## config.mk

```make
export PLATFORM = sky130hd
export DESIGN_NAME = fec_rx_status_reporting
export DESIGN_NICKNAME = d
export VERILOG_FILES = /design/src/fec_rx_status_pkg.sv /design/src/fec_lane_status.sv /design/src/fec_rx_status_reporting.sv
export VERILOG_INCLUDE_DIRS = /design/src
export SDC_FILE = /design/constraint.sdc
export NUM_CORES = 1
export LEC_CHECK = 0
export ABC_AREA = 0
export BUFFER_PORTS_ARGS = -buffer_cell sky130_fd_sc_hd__buf_2
export CAP_MARGIN = 30
export CELL_PAD_IN_SITES_DETAIL_PLACEMENT = 0
export CELL_PAD_IN_SITES_GLOBAL_PLACEMENT = 2
export CORE_MARGIN = 3
export CORE_UTILIZATION = 34
export DETAILED_ROUTE_END_ITERATION = 12
export GPL_ROUTABILITY_DRIVEN = 0
export GPL_TIMING_DRIVEN = 0
export PLACE_DENSITY = 0.9
export SETUP_SLACK_MARGIN = 0.02
export SLEW_MARGIN = 20
export SYNTH_ARGS = -nofsm -noshare
export SYNTH_HDL_FRONTEND = slang
export SYNTH_SLANG_ARGS = --single-unit
```

## constraint.sdc

```tcl
create_clock -name clk -period 8.05 [get_ports clk]
set_clock_uncertainty 0.2 [all_clocks]
set_input_delay 0.805 -clock clk [delete_from_list [all_inputs] [get_ports clk]]
set_output_delay 0.805 -clock clk [all_outputs]
set_load 0.02 [all_outputs]
```

## src/fec_rx_status_defines.svh

```systemverilog
// Register map, field positions, reset values and widths for FEC receive status
`ifndef FEC_RX_STATUS_DEFINES_SVH
`define FEC_RX_STATUS_DEFINES_SVH

// ----------------------------------------
// Widths
// ----------------------------------------
`define FEC_LANES          4
`define FEC_SYMERR_W       3
`define FEC_FILL_W         14
`define FEC_ADDR_W         12
`define FEC_CNT_W          32

// ----------------------------------------
// Register byte offsets
// ----------------------------------------
`define REG_CTRL           12'h000
`define REG_LOCK_STATUS    12'h004
`define REG_INT_STATUS     12'h008
`define REG_INT_ENABLE     12'h00C
`define REG_INT_CLEAR      12'h010
`define REG_CORR_COUNT     12'h014
`define REG_UNCORR_COUNT   12'h018
`define REG_SYMERR_COUNT   12'h01C

// ----------------------------------------
// Fields
// ----------------------------------------
`define CTRL_FREEZE_BIT    0
`define CTRL_CLEAR_BIT     1
`define INT_LOCKLOST_LSB   0
`define INT_UNCORR_BIT     4
`define INT_SYMERR_BIT     5
`define INT_W              6

// ----------------------------------------
// Reset values
// ----------------------------------------
`define CTRL_RESET         1'b0
`define INT_ENABLE_RESET   6'h00
`define COUNT_RESET        32'h0000_0000

`endif

```

## src/fec_rx_status_pkg.sv

```systemverilog
// Types shared by the FEC receive status logic
`default_nettype none

package fec_rx_status_pkg;

  // Per-codeword decode result
  typedef struct packed {
    logic strobe;
    logic corrected;
    logic uncorrectable;
  } cw_result_t;

  // Per-lane reported status
  typedef struct packed {
    logic        locked;
    logic [2:0]  symErr;
    logic [13:0] fill;
  } lane_status_t;

endpackage
`default_nettype wire

```

## src/fec_lane_status.sv

```systemverilog
// One receive lane: registered lock, symbol-error and fill reporting
`timescale 1ns/1ns
`default_nettype none
`include "fec_rx_status_defines.svh"

module fec_lane_status
  import fec_rx_status_pkg::*;
#(
  parameter bit LOCK_PRESENT = 1'b1,
  parameter bit ERR_PRESENT  = 1'b1
) (
  // Clock and reset
  input  wire logic                     clk,
  input  wire logic                     resetn,
  // From decoder lane logic
  input  wire logic                     lockIn,
  input  wire logic [`FEC_SYMERR_W-1:0] symErrIn,
  input  wire logic [`FEC_FILL_W-1:0]   fillIn,
  // Reported status
  output var  lane_status_t             status,
  output logic                          lockLost
);

  lane_status_t next_status;
  logic         next_lockLost;

  always_comb begin
    next_status.locked = LOCK_PRESENT ? lockIn : 1'b0;
    next_status.fill   = LOCK_PRESENT ? fillIn : '0;
    next_status.symErr = ERR_PRESENT ? symErrIn : '0;
    // Falling edge of the reported lock
    next_lockLost      = status.locked & ~next_status.locked;
  end

  always_ff @(posedge clk) begin
    if (!resetn) begin
      status   <= '0;
      lockLost <= 1'b0;
    end else begin
      status   <= next_status;
      lockLost <= next_lockLost;
    end
  end

endmodule
`default_nettype wire

```

## src/fec_rx_status_reporting.sv

```systemverilog
// FEC decoder receive status outputs with APB statistics and interrupt registers
`timescale 1ns/1ns
`default_nettype none
`include "fec_rx_status_defines.svh"

module fec_rx_status_reporting
  import fec_rx_status_pkg::*;
#(
  parameter bit STD_FEC_OPTION = 1'b1,
  parameter bit BYPASS_OPTION  = 1'b0
) (
  // Clock and reset
  input  wire logic                     clk,
  input  wire logic                     resetn,
  // APB slave
  input  wire logic                     psel,
  input  wire logic                     penable,
  input  wire logic                     pwrite,
  input  wire logic [`FEC_ADDR_W-1:0]   paddr,
  input  wire logic [31:0]              pwdata,
  output logic [31:0]                   prdata,
  output logic                          pready,
  output logic                          pslverr,
  // From decoder datapath
  input  wire logic                     decodeDone,
  input  wire logic                     decodeCorrected,
  input  wire logic                     decodeFailed,
  input  wire logic [`FEC_LANES-1:0]    laneLockIn,
  input  wire logic [`FEC_SYMERR_W-1:0] laneSymErrIn [`FEC_LANES],
  input  wire logic [`FEC_FILL_W-1:0]   laneFillIn [`FEC_LANES],
  // Lane lock status
  output logic                          fec_lane0_marker_locked,
  output logic                          fec_lane1_marker_locked,
  output logic                          fec_lane2_marker_locked,
  output logic                          fec_lane3_marker_locked,
  // Codeword results
  output logic                          codeword_corrected_pulse,
  output logic                          codeword_uncorrectable_pulse,
  output logic                          codeword_result_strobe,
  // Symbol error increments
  output logic [`FEC_SYMERR_W-1:0]      lane0_symbol_error_incr,
  output logic [`FEC_SYMERR_W-1:0]      lane1_symbol_error_incr,
  output logic [`FEC_SYMERR_W-1:0]      lane2_symbol_error_incr,
  output logic [`FEC_SYMERR_W-1:0]      lane3_symbol_error_incr,
  // Lane deskew fill
  output logic [`FEC_FILL_W-1:0]        laneFill0,
  output logic [`FEC_FILL_W-1:0]        laneFill1,
  output logic [`FEC_FILL_W-1:0]        laneFill2,
  output logic [`FEC_FILL_W-1:0]        laneFill3,
  // Interrupt
  output logic                          irq
);

  localparam bit CW_PRESENT = STD_FEC_OPTION | BYPASS_OPTION;

  // ----------------------------------------
  // Lane status
  // ----------------------------------------
  lane_status_t        lane [`FEC_LANES];
  logic [`FEC_LANES-1:0] laneLockLost;
  logic [`FEC_LANES-1:0] laneLocked;
  logic [`FEC_LANES-1:0] laneErrSeen;

  for (genvar i = 0; i < `FEC_LANES; i++) begin : g_lane
    fec_lane_status #(
      .LOCK_PRESENT (STD_FEC_OPTION),
      .ERR_PRESENT  ((i == 0) ? CW_PRESENT : STD_FEC_OPTION)
    ) u_lane (
      .clk      (clk),
      .resetn   (resetn),
      .lockIn   (laneLockIn[i]),
      .symErrIn (laneSymErrIn[i]),
      .fillIn   (laneFillIn[i]),
      .status   (lane[i]),
      .lockLost (laneLockLost[i])
    );
    assign laneLocked[i]  = lane[i].locked;
    assign laneErrSeen[i] = |lane[i].symErr;
  end

  assign fec_lane0_marker_locked = lane[0].locked;
  assign fec_lane1_marker_locked = lane[1].locked;
  assign fec_lane2_marker_locked = lane[2].locked;
  assign fec_lane3_marker_locked = lane[3].locked;
  assign lane0_symbol_error_incr = lane[0].symErr;
  assign lane1_symbol_error_incr = lane[1].symErr;
  assign lane2_symbol_error_incr = lane[2].symErr;
  assign lane3_symbol_error_incr = lane[3].symErr;
  assign laneFill0               = lane[0].fill;
  assign laneFill1               = lane[1].fill;
  assign laneFill2               = lane[2].fill;
  assign laneFill3               = lane[3].fill;

  // ----------------------------------------
  // Codeword result
  // ----------------------------------------
  cw_result_t cw;
  cw_result_t next_cw;

  always_comb begin
    next_cw.strobe        = CW_PRESENT & decodeDone;
    // Failure wins if the decoder flags both
    next_cw.uncorrectable = next_cw.strobe & decodeFailed;
    next_cw.corrected     = next_cw.strobe & decodeCorrected
                            & ~decodeFailed;
  end

  always_ff @(posedge clk) begin
    if (!resetn) begin
      cw <= '0;
    end else begin
      cw <= next_cw;
    end
  end

  assign codeword_result_strobe       = cw.strobe;
  assign codeword_corrected_pulse     = cw.corrected;
  assign codeword_uncorrectable_pulse = cw.uncorrectable;

  // ----------------------------------------
  // Statistics counters and interrupt state
  // ----------------------------------------
  logic                 freeze;
  logic [`FEC_CNT_W-1:0] corrCount;
  logic [`FEC_CNT_W-1:0] uncorrCount;
  logic [`FEC_CNT_W-1:0] symErrCount;
  logic [`INT_W-1:0]    intStatus;
  logic [`INT_W-1:0]    intEnable;
  logic                 next_freeze;
  logic [`FEC_CNT_W-1:0] next_corrCount;
  logic [`FEC_CNT_W-1:0] next_uncorrCount;
  logic [`FEC_CNT_W-1:0] next_symErrCount;
  logic [`INT_W-1:0]    next_intStatus;
  logic [`INT_W-1:0]    next_intEnable;
  logic [`INT_W-1:0]    intEvents;
  logic [`FEC_CNT_W-1:0] symErrSum;
  logic                 wrAccess;
  logic                 countClear;

  assign wrAccess   = psel & penable & pwrite;
  assign countClear = wrAccess && paddr == `REG_CTRL && pwdata[`CTRL_CLEAR_BIT];
  assign intEvents  = {(|laneErrSeen), cw.uncorrectable, laneLockLost};

  always_comb begin
    symErrSum = '0;
    for (int i = 0; i < `FEC_LANES; i++) begin
      symErrSum = symErrSum + {{(`FEC_CNT_W-`FEC_SYMERR_W){1'b0}}, lane[i].symErr};
    end
  end

  always_comb begin
    next_freeze      = freeze;
    next_intEnable   = intEnable;
    next_corrCount   = corrCount;
    next_uncorrCount = uncorrCount;
    next_symErrCount = symErrCount;
    next_intStatus   = intStatus;
    if (wrAccess && paddr == `REG_CTRL) begin
      next_freeze = pwdata[`CTRL_FREEZE_BIT];
    end
    if (wrAccess && paddr == `REG_INT_ENABLE) begin
      next_intEnable = pwdata[`INT_W-1:0];
    end
    if (wrAccess && paddr == `REG_INT_CLEAR) begin
      next_intStatus = intStatus & ~pwdata[`INT_W-1:0];
    end
    // Set wins over a clear in the same cycle
    next_intStatus = next_intStatus | intEvents;
    if (countClear) begin
      next_corrCount   = `COUNT_RESET;
      next_uncorrCount = `COUNT_RESET;
      next_symErrCount = `COUNT_RESET;
    end else if (!freeze) begin
      next_corrCount   = corrCount + {{(`FEC_CNT_W-1){1'b0}}, cw.corrected};
      next_uncorrCount = uncorrCount + {{(`FEC_CNT_W-1){1'b0}}, cw.uncorrectable};
      next_symErrCount = symErrCount + symErrSum;
    end
  end

  always_ff @(posedge clk) begin
    if (!resetn) begin
      freeze      <= `CTRL_RESET;
      intEnable   <= `INT_ENABLE_RESET;
      intStatus   <= '0;
      corrCount   <= `COUNT_RESET;
      uncorrCount <= `COUNT_RESET;
      symErrCount <= `COUNT_RESET;
    end else begin
      freeze      <= next_freeze;
      intEnable   <= next_intEnable;
      intStatus   <= next_intStatus;
      corrCount   <= next_corrCount;
      uncorrCount <= next_uncorrCount;
      symErrCount <= next_symErrCount;
    end
  end

  assign irq = |(intStatus & intEnable);

  // ----------------------------------------
  // APB read and response
  // ----------------------------------------
  logic [31:0] next_prdata;
  logic        addrOk;

  always_comb begin
    addrOk      = 1'b1;
    next_prdata = prdata;
    case (paddr)
      `REG_CTRL:         next_prdata = 32'(freeze);
      `REG_LOCK_STATUS:  next_prdata = 32'(laneLocked);
      `REG_INT_STATUS:   next_prdata = 32'(intStatus);
      `REG_INT_ENABLE:   next_prdata = 32'(intEnable);
      `REG_INT_CLEAR:    next_prdata = 32'h0000_0000;
      `REG_CORR_COUNT:   next_prdata = corrCount;
      `REG_UNCORR_COUNT: next_prdata = uncorrCount;
      `REG_SYMERR_COUNT: next_prdata = symErrCount;
      default: begin
        addrOk      = 1'b0;
        next_prdata = 32'h0000_0000;
      end
    endcase
    if (!(psel && !penable && !pwrite)) begin
      next_prdata = prdata;
    end
  end

  always_ff @(posedge clk) begin
    if (!resetn) begin
      prdata <= 32'h0000_0000;
    end else begin
      prdata <= next_prdata;
    end
  end

  assign pready  = 1'b1;
  assign pslverr = psel & penable & ~addrOk;
endmodule
`default_nettype wire

```

==> impl_metrics.tcl, run 1 <==
set metrics [dict create \
    outcome "finished clean" \
    wl_per_cell_um 15.8 \
    min_from "g_lane[2].u_lane.lockLost" \
    synth_area_leaders "dfxtp_1, and2_1, a22oi_1" \
    cts_tree "built" \
    crit_fanout 10 \
    setup_viol 0 \
    finalCritPeriodShare_pct 52.7 \
    hp-class "reg2reg" \
    crit_arrival_ns 4.44 \
    cts.reportedPaths.clkPinSlew_ns 0.06 \
    critPathBufInv 4 \
    clock-sinks 220 \
    crit_required_ns 8.25 \
    rr_worst_depth 13 \
    io_buffers 206 \
    fp-row-count 59 \
    yosysTopAreaCellShare_pct 48.5 \
    synth.most_common_cell "dfxtp_1" \
    fmaxAchievable_ghz 0.236 \
    die_x_um 169 \
    cts_resized 0 \
    timing.rr.start "symErrCount[2]" \
    antennaDiodeCount 0 \
    regToRegSetupSlack_ns 3.81 \
    clockBufferDepth 3 \
    cp_common_cell "inv_1" \
    die_y_um 169 \
    htreeDepth 1 \
    grt_usage_pct 16.6 \
    cp_slowest_stage_delay_ns 0.70 \
    vias 7454 \
    crit_slowest_cell "a2111oi_4" \
    critPathLaunch "symErrCount[2]" \
    cts_root_buf "clkbuf_16" \
    fin_util_pct 43.9 \
    start_util_pct 34.8 \
    maxSlewViolCount 0 \
    relSlewSlack_pct 41.4 \
    antenna_found_initial 0 \
    postSynthCellCount 943 \
    syn2layout_area_growth_pct 26.3 \
    hold_end "intStatus[2]" \
    cts_made_buffers 26 \
    synth_top_area_cell "dfxtp_1" \
    core-area_um2 26100 \
    ys_warn_count 0 \
    ys_ff_latch 220 \
    ys_seq_area_share_pct 48.5 \
    drt_wl_total_um 24100 \
    drive_gt1_share_pct 24.1 \
    synth-edff-count 0 \
    dp_hpwl_um 18500 \
    async_flop_share_pct 0 \
    drc 0 \
    p_leak_nw 4.69 \
    drtIter0Drc 421 \
    grt_pass1_vias 7347 \
    power_density_nw_per_um2 234 \
    dr.pass1.iters 5 \
    tns_ns 0 \
    grt_max_degree 14 \
    viasPerCell 4.87 \
    critPathLaunchType "flip-flop" \
    hold_depth 1 \
    synthTopCellsByCount "dfxtp_1, nor2_1, and2_1" \
    die_area_um2 28700 \
    path_class "reg2reg" \
    worstPathCellList "inv_1, fa_1, inv_1, fa_1, inv_1, fa_1, inv_1, ha_1, a21o_1, nand4_1, a2111oi_4, a31o_2, a21oi_1" \
    syn_avg_cell_area_um2 9.63 \
    period_minus_slack_ns 4.24 \
    hold_violations 0 \
    grt_pass1_wl_um 39000 \
    synth_area_um2 9080 \
    rsz0062_at_grt "no" \
    synth.distinct_cells 64 \
    drtAntennaViolNets 0 \
    syn-num-nets 1089 \
    worst_slew_pin_slew_ns 0.879 \
    grt_overflow 0 \
    vdd_drop_max_mv 0.191 \
    end_kind "flip-flop" \
    path_delay_family "adder cells" \
    post_cts_buffers 0 \
    num_io_pins 234 \
    worst_skew_pair.late_latency_ns 0.52 \
    fin_nets 1323 \
    drv_cap 0 \
    cts_hold_buf 0 \
    synth_flop_cell "dfxtp_1" \
    nFillCells 2573 \
    reg2reg_to "symErrCount[26]" \
]
==> metal layers <==
layer | GRT usage [%] | vias to the layer above | wire, um
li1 | - | 3761 | -
met1 | 22.4 | 3468 | 11200
met2 | 27.1 | 187 | 10900
met3 | 3.52 | 38 | 1370
met4 | 4.37 | 0 | 572
met5 | 0 | - | 0
==> through the flow <==
stage	worst slack, ns	total power [W]	cells	hold WS (ns)	cell area (um2)
6_report	3.81	0.00269	1531	0.240	11500
5_1_grt	3.50	0.00281	1531	0.235	11500
4_1_cts	3.78	0.00272	1531	0.222	11500
3_5_place_dp	3.76	0.00146	1484	0.230	10500
3_3_place_gp	3.80	0.00145	1484	0.222	10500
2_1_floorplan	4.00	0.00136	943	0.213	9080
==> where the power goes <==
part	leakage (nW)	switching (W)	internal, W	total (W)
Clock	0.454	0.000459	0.000801	0.00126
Combinational	2.44	0.000161	0.000122	0.000284
Sequential	1.79	0.0000228	0.00112	0.00115
==> cells in the final DEF, fill, tap and decap left out, types with 4 or more instances in the layout <==
| cell type | n |
|---|---|
| nand4_1 | 25 |
| o21a_1 | 5 |
| clkbuf_1 | 33 |
| or3_1 | 10 |
| nor2b_1 | 6 |
| inv_1 | 32 |
| nor4_1 | 8 |
| a21o_1 | 4 |
| and3_1 | 10 |
| buf_2 | 214 |
| nor3_1 | 14 |
| xor2_1 | 29 |
| clkbuf_16 | 27 |
| a22oi_1 | 60 |
| ha_1 | 14 |
| buf_4 | 9 |
| a21boi_1 | 5 |
| and2_1 | 78 |
| dfxtp_1 | 220 |
| nand3_1 | 27 |
| nor2_1 | 105 |
| a21oi_1 | 22 |
| o21ai_0 | 35 |
| nand4b_1 | 4 |
| or4_1 | 4 |
| and4_1 | 4 |
| fa_1 | 8 |
| mux2i_1 | 21 |
| xnor2_1 | 44 |
| o21ai_1 | 9 |
| a211oi_1 | 7 |
| nand2_1 | 35 |
| bufinv_16 | 5 |
==> how the worst max path moves through the flow <==
stage / cells past startpoint / slack, ns / endpoint
floorplan: 13 / 4.00 / symErrCount[31]
global placement: 13 / 3.80 / symErrCount[26]
global route: 13 / 3.50 / symErrCount[30]
finish: 13 / 3.81 / symErrCount[26]
CTS: 13 / 3.78 / symErrCount[26]
detailed placement: 13 / 3.76 / symErrCount[26]
==> area by class of cell <==
cell class                 instances  area [um2]  share of cell area (%)
tap                              335         419                    3.65
buffer                            48         224                    1.95
clock buffer                      34         732                    6.38
inverter                          33         124                    1.08
sequential                       220        4400                    38.4
clock inverter                    13         206                    1.80
timing repair buffer             206        1030                    8.98
multi-input combinational        642        4340                    37.8
==> kinds of logic (layout without fill, tap and decap cells) <==
logic type                 count (synthesis)  after routing  synth area share, %
and+or+nand+nor                          357            357                 21.5
adders and majority gates                 22             22                 3.69
buffers and inverters                     81            334                 3.83
muxes                                     27             27                 3.43
DFF                                      220            220                 48.5
xor gates and xnor gates                  73             73                 7.04
AOI/OAI and AO/OA                        162            162                 12.0
other                                      1              1               0.0413
==> registers in the layout (all words and copies together), names as in the netlist <==
signal	count
intEnable	6
symErrCount	32
corrCount	32
g_lane.u_lane.lockLost	4
codeword_corrected_pulse	1
codeword_uncorrectable_pulse	1
g_lane.u_lane.status	72
uncorrCount	32
codeword_result_strobe	1
prdata	32
intStatus	6
freeze	1
==> worst register-to-register path, delay by kind of cell (launching register included) <==
kind | cells | cell delay (ns)
simple gates | 1 | 0.43
buf+inv | 4 | 0.27
fa+ha+maj | 4 | 1.73
flops | 1 | 0.39
compound gates | 4 | 1.11
Note: power is estimated with default switching activity, not from simulation.
==> run 2, diff against run 1 <==
--- a/config.mk
+++ b/config.mk
@@ -6,17 +6,17 @@
 export SDC_FILE = /design/constraint.sdc
 export NUM_CORES = 1
 export LEC_CHECK = 0
-export ABC_AREA = 0
+export ABC_AREA = 1
 export BUFFER_PORTS_ARGS = -buffer_cell sky130_fd_sc_hd__buf_2
 export CAP_MARGIN = 30
 export CELL_PAD_IN_SITES_DETAIL_PLACEMENT = 0
 export CELL_PAD_IN_SITES_GLOBAL_PLACEMENT = 2
 export CORE_MARGIN = 3
-export CORE_UTILIZATION = 34
+export CORE_UTILIZATION = 30
 export DETAILED_ROUTE_END_ITERATION = 12
 export GPL_ROUTABILITY_DRIVEN = 0
 export GPL_TIMING_DRIVEN = 0
-export PLACE_DENSITY = 0.9
+export PLACE_DENSITY = 0.87
 export SETUP_SLACK_MARGIN = 0.02
 export SLEW_MARGIN = 20
 export SYNTH_ARGS = -nofsm -noshare
==> constraint.sdc (replaced) <==
create_clock -name clk -period 3.91 [get_ports clk]
set_clock_uncertainty 0.2 [all_clocks]
set_input_delay 0.391 -clock clk [delete_from_list [all_inputs] [get_ports clk]]
set_output_delay 0.391 -clock clk [all_outputs]
set_load 0.02 [all_outputs]
==> run 2 against run 1 <==
Net effect: die area increased by 30%; utilization decreased by 3.3 points; sequential power increased by 100%; highest routed layer is now met5; critical path depth increased by 4; worst hold slack got worse by 0.14 ns.
==> impl_metrics.tcl, run 2 <==
set metrics [dict create \
    outcome "finished clean" \
    vdd_drop_max_mv 0.307 \
    syn-num-nets 1664 \
    die_y_um 193 \
    post_cts_buffers 0 \
    crit_required_ns 4.18 \
    die_x_um 193 \
    drc 0 \
    viasPerCell 4.60 \
    async_flop_share_pct 0 \
    synth_flop_cell "dfxtp_1" \
    cts_root_buf "clkbuf_16" \
    fp-row-count 67 \
    final_cells 2301 \
    core-area_um2 34000 \
    cp_slowest_stage_delay_ns 0.51 \
    antennaDiodeCount 0 \
    rr_worst_depth 17 \
    regToRegSetupSlack_ns 0.23 \
    final_cell_mix "nand2_1, dfxtp_1, buf_2" \
    fin_util_pct 40.6 \
    synth_top_area_cell "dfxtp_1" \
    crit_slowest_cell "fa_1" \
    largest_reg_flops 72 \
    postSynthCellCount 1518 \
    syn2layout_area_growth_pct 31.8 \
    yosysTopAreaCellShare_pct 42.0 \
    synth.most_common_cell "nand2_1" \
    cts_tree "built" \
    worstPathCellList "inv_1, fa_1, fa_1, inv_1, fa_1, ha_1, fa_1, nand2_1, nand2_1, nand3b_1, nand2_2, nand2_4, inv_2, nand2_1, o21ai_0, inv_1, nor2_1" \
    power.switching_w 0.00143 \
    synth_area_leaders "dfxtp_1, nand2_1, inv_1" \
    dp_hpwl_um 26900 \
    syn_avg_cell_area_um2 6.91 \
    clock-sinks 220 \
    synthTopCellsByCount "nand2_1, dfxtp_1, inv_1" \
    dr.pass1.iters 5 \
    maxSlewViolCount 0 \
    crit_fanout 8 \
    path_class "reg2reg" \
    grt_max_degree 15 \
    antenna_found_initial 1 \
    drv_cap 0 \
    worst_skew_pair.late_latency_ns 0.57 \
    vias 10600 \
    drt_wl_total_um 34800 \
    tns_ns 0 \
    clockBufferDepth 3 \
    drive_gt1_share_pct 17.5 \
    worst_slew_pin_slew_ns 0.851 \
    crit_arrival_ns 3.95 \
    grt_overflow 0 \
    relSlewSlack_pct 43.3 \
    die_area_um2 37300 \
    drtAntennaViolNets 0 \
    hold_violations 0 \
    critPathLaunchType "flip-flop" \
    p_sw_share_pct 25.9 \
    drtIter0Drc 573 \
    htreeDepth 1 \
    power_density_nw_per_um2 400 \
    setup_viol 0 \
    grt_pass1_wl_um 55100 \
    grt_usage_pct 18.5 \
    io_buffers 205 \
    hold_depth 6 \
    ys_ff_latch 220 \
    hold_end "prdata[0]" \
    finalCritPeriodShare_pct 94.1 \
    fmaxAchievable_ghz 0.272 \
    fin_nets 1980 \
    pwr-share-seq_pct 42.4 \
    internal-power_w 0.00410 \
    period_minus_slack_ns 3.68 \
    synth-edff-count 0 \
    p_leak_nw 6.29 \
    min_from "pwrite" \
    start_util_pct 30.8 \
    comb_power_share_pct 11.7 \
    cts_made_buffers 27 \
    synth_area_um2 10500 \
    cts.reportedPaths.clkPinSlew_ns 0.06 \
    clock_power_share_pct 45.9 \
    reg2reg_to "symErrCount[23]" \
    largest-register "g_lane.u_lane.status" \
    dp.cells 2171 \
    timing.rr.start "g_lane[0].u_lane.status[15]" \
    hp-class "in2reg" \
    ys_seq_area_share_pct 42.0 \
    cp_common_cell "fa_1" \
    grt_pass1_vias 10500 \
    end_kind "flip-flop" \
    wl_per_cell_um 15.1 \
    num_io_pins 234 \
    synth.distinct_cells 41 \
    rsz0062_at_grt "no" \
    final_common_cell "nand2_1" \
    ys_warn_count 0 \
]
[run 2: cell families after synthesis]
kind of cell / synth area share, %
and+or+nand+nor: 34.4
adders and majority gates: 3.20
AOI/OAI and AO/OA: 7.34
buffers and inverters: 10.5
DFF: 42.0
xor gates and xnor gates: 2.59
other: 0.0357
[run 2: timing repair]
action | in CTS | in global routing
setup endpoints to repair | 0 | 17
gates resized for setup | 0 | 10
endpoints found under the hold margin | 89 | 0
hold buffers | 82 | 0
[run 2: power by group through the flow]
stage          registers, W  clock network, W  logic, W
2_1_floorplan       0.00244                 0  0.000339
3_3_place_gp        0.00239                 0  0.000588
3_5_place_dp        0.00240                 0  0.000590
4_1_cts             0.00235           0.00261  0.000657
5_1_grt             0.00235           0.00270  0.000751
6_report            0.00235           0.00254  0.000646
[run 2: per-layer routing]
metal | GRT usage (%) | vias to the layer above | share of wire, %
li1 | - | 5405 | -
met3 | 3.80 | 51 | 6.1
met1 | 24.7 | 4853 | 46
met5 | 0 | - | 0.026
met4 | 3.20 | 2 | 1.7
met2 | 31.5 | 270 | 46
[run 2: final cells by class]
cell class / count / area (um2)
tap: 448 / 561
fill: 3706 / 20200
sequential: 220 / 4400
inverter: 214 / 803
buffer: 54 / 299
multi-input combinational: 1030 / 5020
clock buffer: 36 / 729
clock inverter: 12 / 163
timing repair buffer: 287 / 1850
[run 2: how the worst max path moves through the flow]
stage	from	to	slack, ns	cells past startpoint
after floorplan	g_lane[0].u_lane.status[15]	symErrCount[23]	0.27	17
after global placement	g_lane[0].u_lane.status[16]	symErrCount[23]	0.05	18
after detailed placement	g_lane[0].u_lane.status[15]	symErrCount[23]	0.03	17
after CTS	g_lane[0].u_lane.status[15]	symErrCount[25]	0.03	17
after global routing	g_lane[0].u_lane.status[16]	symErrCount[25]	0.008	18
final	g_lane[0].u_lane.status[15]	symErrCount[23]	0.23	17
[run 2: critical path, delay by kind of cell, from the launching register on]
family	cells	cell delay, ns
adder cells (fa/ha/maj)	5	2.07
buffers and inverters	4	0.26
AO/OA/AOI/OAI	1	0.08
flip-flops	1	0.33
AND/OR/NAND/NOR	7	0.66
[run 2: through the flow]
stage                     setup slack, ns  power, W  cell area, um2  hold slack, ns
after floorplan                     0.272   0.00278           10500           0.215
after global placement             0.0511   0.00298           12100           0.220
after detailed placement           0.0252   0.00299           12100           0.224
after CTS                          0.0313   0.00561           13800          0.0774
after global routing              0.00782   0.00581           13800           0.118
final                               0.231   0.00553           13800          0.0956
==> run 3, diff against run 2 <==
--- a/config.mk
+++ b/config.mk
@@ -17,6 +17,7 @@
 export GPL_ROUTABILITY_DRIVEN = 0
 export GPL_TIMING_DRIVEN = 0
 export PLACE_DENSITY = 0.87
+export REMOVE_ABC_BUFFERS = 1
 export SETUP_SLACK_MARGIN = 0.02
 export SLEW_MARGIN = 20
 export SYNTH_ARGS = -nofsm -noshare
==> run 3 against run 2 <==
Net effect: combinational power fell by 0.9%; sequential share of layout area increased by 0.56 points; clock power shrank 6%; register-to-register slack gained 0.05 ns; wire length fell by 4.5%; total power shrank 2.9%; first-iteration DRC count shrank 13%; via count decreased by 2.6%; worst setup slack better by 0.050 ns; sequential power about the same; critical path depth stayed put; design area decreased by 1.7%; highest routed layer unchanged.
==> impl_metrics.tcl, run 3 (synthesis results as in run 2) <==
set metrics [dict create \
    hp-class "in2reg" \
    min_from "pwrite" \
    clock-sinks 220 \
    hold_depth 4 \
    wl_per_cell_um 14.7 \
    nFillCells 3621 \
    fp-row-count 67 \
    io_buffers 206 \
    fin_area_um2 13600 \
    end_kind "flip-flop" \
    start_util_pct 30.8 \
    timing.rr.start "g_lane[0].u_lane.status[15]" \
    ff_latch_area_um2 4410 \
    grt_pass1_vias 10100 \
    worstPathCellList "inv_1, fa_1, fa_1, inv_1, fa_1, ha_1, fa_1, nand2_1, nand2_1, nand3b_1, nand2_2, nand2_4, inv_4, nand3_1, nand2_1, inv_1, nor2_1" \
    dp_hpwl_um 24000 \
    final_cells 2256 \
    setup_viol 0 \
    drt_wl_total_um 33300 \
    hold_violations 0 \
    placed_area_um2 11900 \
    regToRegSetupSlack_ns 0.28 \
    maxSlewViolCount 0 \
    grt_pass1_wl_um 53200 \
    die_area_um2 37300 \
    grt_max_degree 87 \
    p_leak_nw 6.16 \
    p_total_w 0.00537 \
    relSlewSlack_pct 37.4 \
    path_delay_family "adder cells" \
    drc 0 \
    dp.cells 2122 \
    vias 10300 \
    hold_end "prdata[31]" \
    largest_reg_flops 72 \
    num_io_pins 234 \
    rr_worst_depth 17 \
    final_common_cell "nand2_1" \
    cts_tree "built" \
    dr.pass1.iters 5 \
    drive_gt1_share_pct 17.1 \
    setup_slack_ns 0.281 \
    crit_arrival_ns 3.86 \
    die_y_um 193 \
    antennaDiodeCount 0 \
    fin_nets 1934 \
    worst_slew_pin_slew_ns 0.935 \
    critPathLaunchType "flip-flop" \
    viasPerCell 4.57 \
    grt_usage_pct 17.8 \
    reg2reg_to "symErrCount[21]" \
    dp_slack_ns 0.0902 \
    worst_skew_pair.late_latency_ns 0.54 \
    antenna_found_initial 1 \
    cp_common_cell "fa_1" \
    drtAntennaViolNets 0 \
    htreeDepth 1 \
    final_cell_mix "nand2_1, dfxtp_1, inv_1, buf_2, nor2_1" \
    core-area_um2 34000 \
    syn2layout_area_growth_pct 29.5 \
    finalCritPeriodShare_pct 92.8 \
    clockBufferDepth 3 \
    grt_overflow 0 \
    vdd_drop_max_mv 0.360 \
    crit_fanout 8 \
    cts.reportedPaths.clkPinSlew_ns 0.06 \
    die_x_um 193 \
    power_density_nw_per_um2 395 \
    path_class "reg2reg" \
    multi_input_area_um2 5030 \
    critPathBufInv 4 \
    fmaxAchievable_ghz 0.276 \
    cp_slowest_stage_delay_ns 0.52 \
    period_minus_slack_ns 3.63 \
    drv_cap 0 \
    crit_required_ns 4.14 \
    cts_made_buffers 26 \
    drtIter0Drc 501 \
    largest-register "g_lane.u_lane.status" \
    outcome "finished clean" \
    cts_root_buf "clkbuf_16" \
    rsz0062_at_grt "yes" \
    crit_slowest_cell "fa_1" \
]
run 3: stage by stage:
step                hold slack, ns  setup TNS [ns]  utilization, %
CTS                        0.00269               0            39.8
finish                      0.0150               0            39.9
global placement             0.221          -60.01            34.6
detailed placement           0.224               0            34.8
global route                0.0348        -0.00270            39.9
floorplan                    0.215               0               -
run 3: where the power goes:
group	switching, W	internal (W)	leakage, nW
combinational	0.000366	0.000273	3.94
clock	0.000984	0.00140	0.420
sequential	0.0000355	0.00231	1.80
run 3: cell type report:
| type | instances | share of cell area [%] |
|---|---|---|
| Multi-Input combinational cell | 1030 | 37.0 |
| Sequential cell | 220 | 32.4 |
| Timing Repair Buffer | 296 | 14.3 |
| Inverter | 214 | 5.93 |
| Clock buffer | 42 | 5.89 |
| Tap cell | 448 | 4.12 |
| Clock inverter | 6 | 0.359 |
run 3: worst max path at each step:
stage,from,cells after the start,slack (ns),endpoint
floorplan,g_lane[0].u_lane.status[15],17,0.27,symErrCount[23]
global route,g_lane[0].u_lane.status[15],16,-0.003,symErrCount[13]
global placement,penable,5,-1.31,prdata[15]
CTS,g_lane[0].u_lane.status[16],18,0.08,symErrCount[23]
finish,g_lane[0].u_lane.status[15],17,0.28,symErrCount[21]
detailed placement,g_lane[0].u_lane.status[16],18,0.09,symErrCount[23]
run 3: routing by layer:
| metal | track usage, % | vias to the layer above | routed length (um) |
|---|---|---|---|
| met5 | 0 | - | 20 |
| met4 | 4.23 | 2 | 708 |
| met3 | 4.10 | 49 | 2050 |
| met2 | 29.7 | 256 | 15200 |
| met1 | 23.5 | 4690 | 15300 |
| li1 | - | 5306 | - |
run 3: timing repair:
item	CTS	global route
gates resized for setup	0	14
endpoints found under the hold margin	86	0
setup buffers	0	2
endpoints found under the setup margin	0	21
hold buffers	84	0
run 3: worst register-to-register path: cells and delay by family (launching register included):
kind | cells | cell delay, ns
flops | 1 | 0.33
fa+ha+maj | 5 | 2.08
buf+inv | 4 | 0.24
simple gates | 8 | 0.67
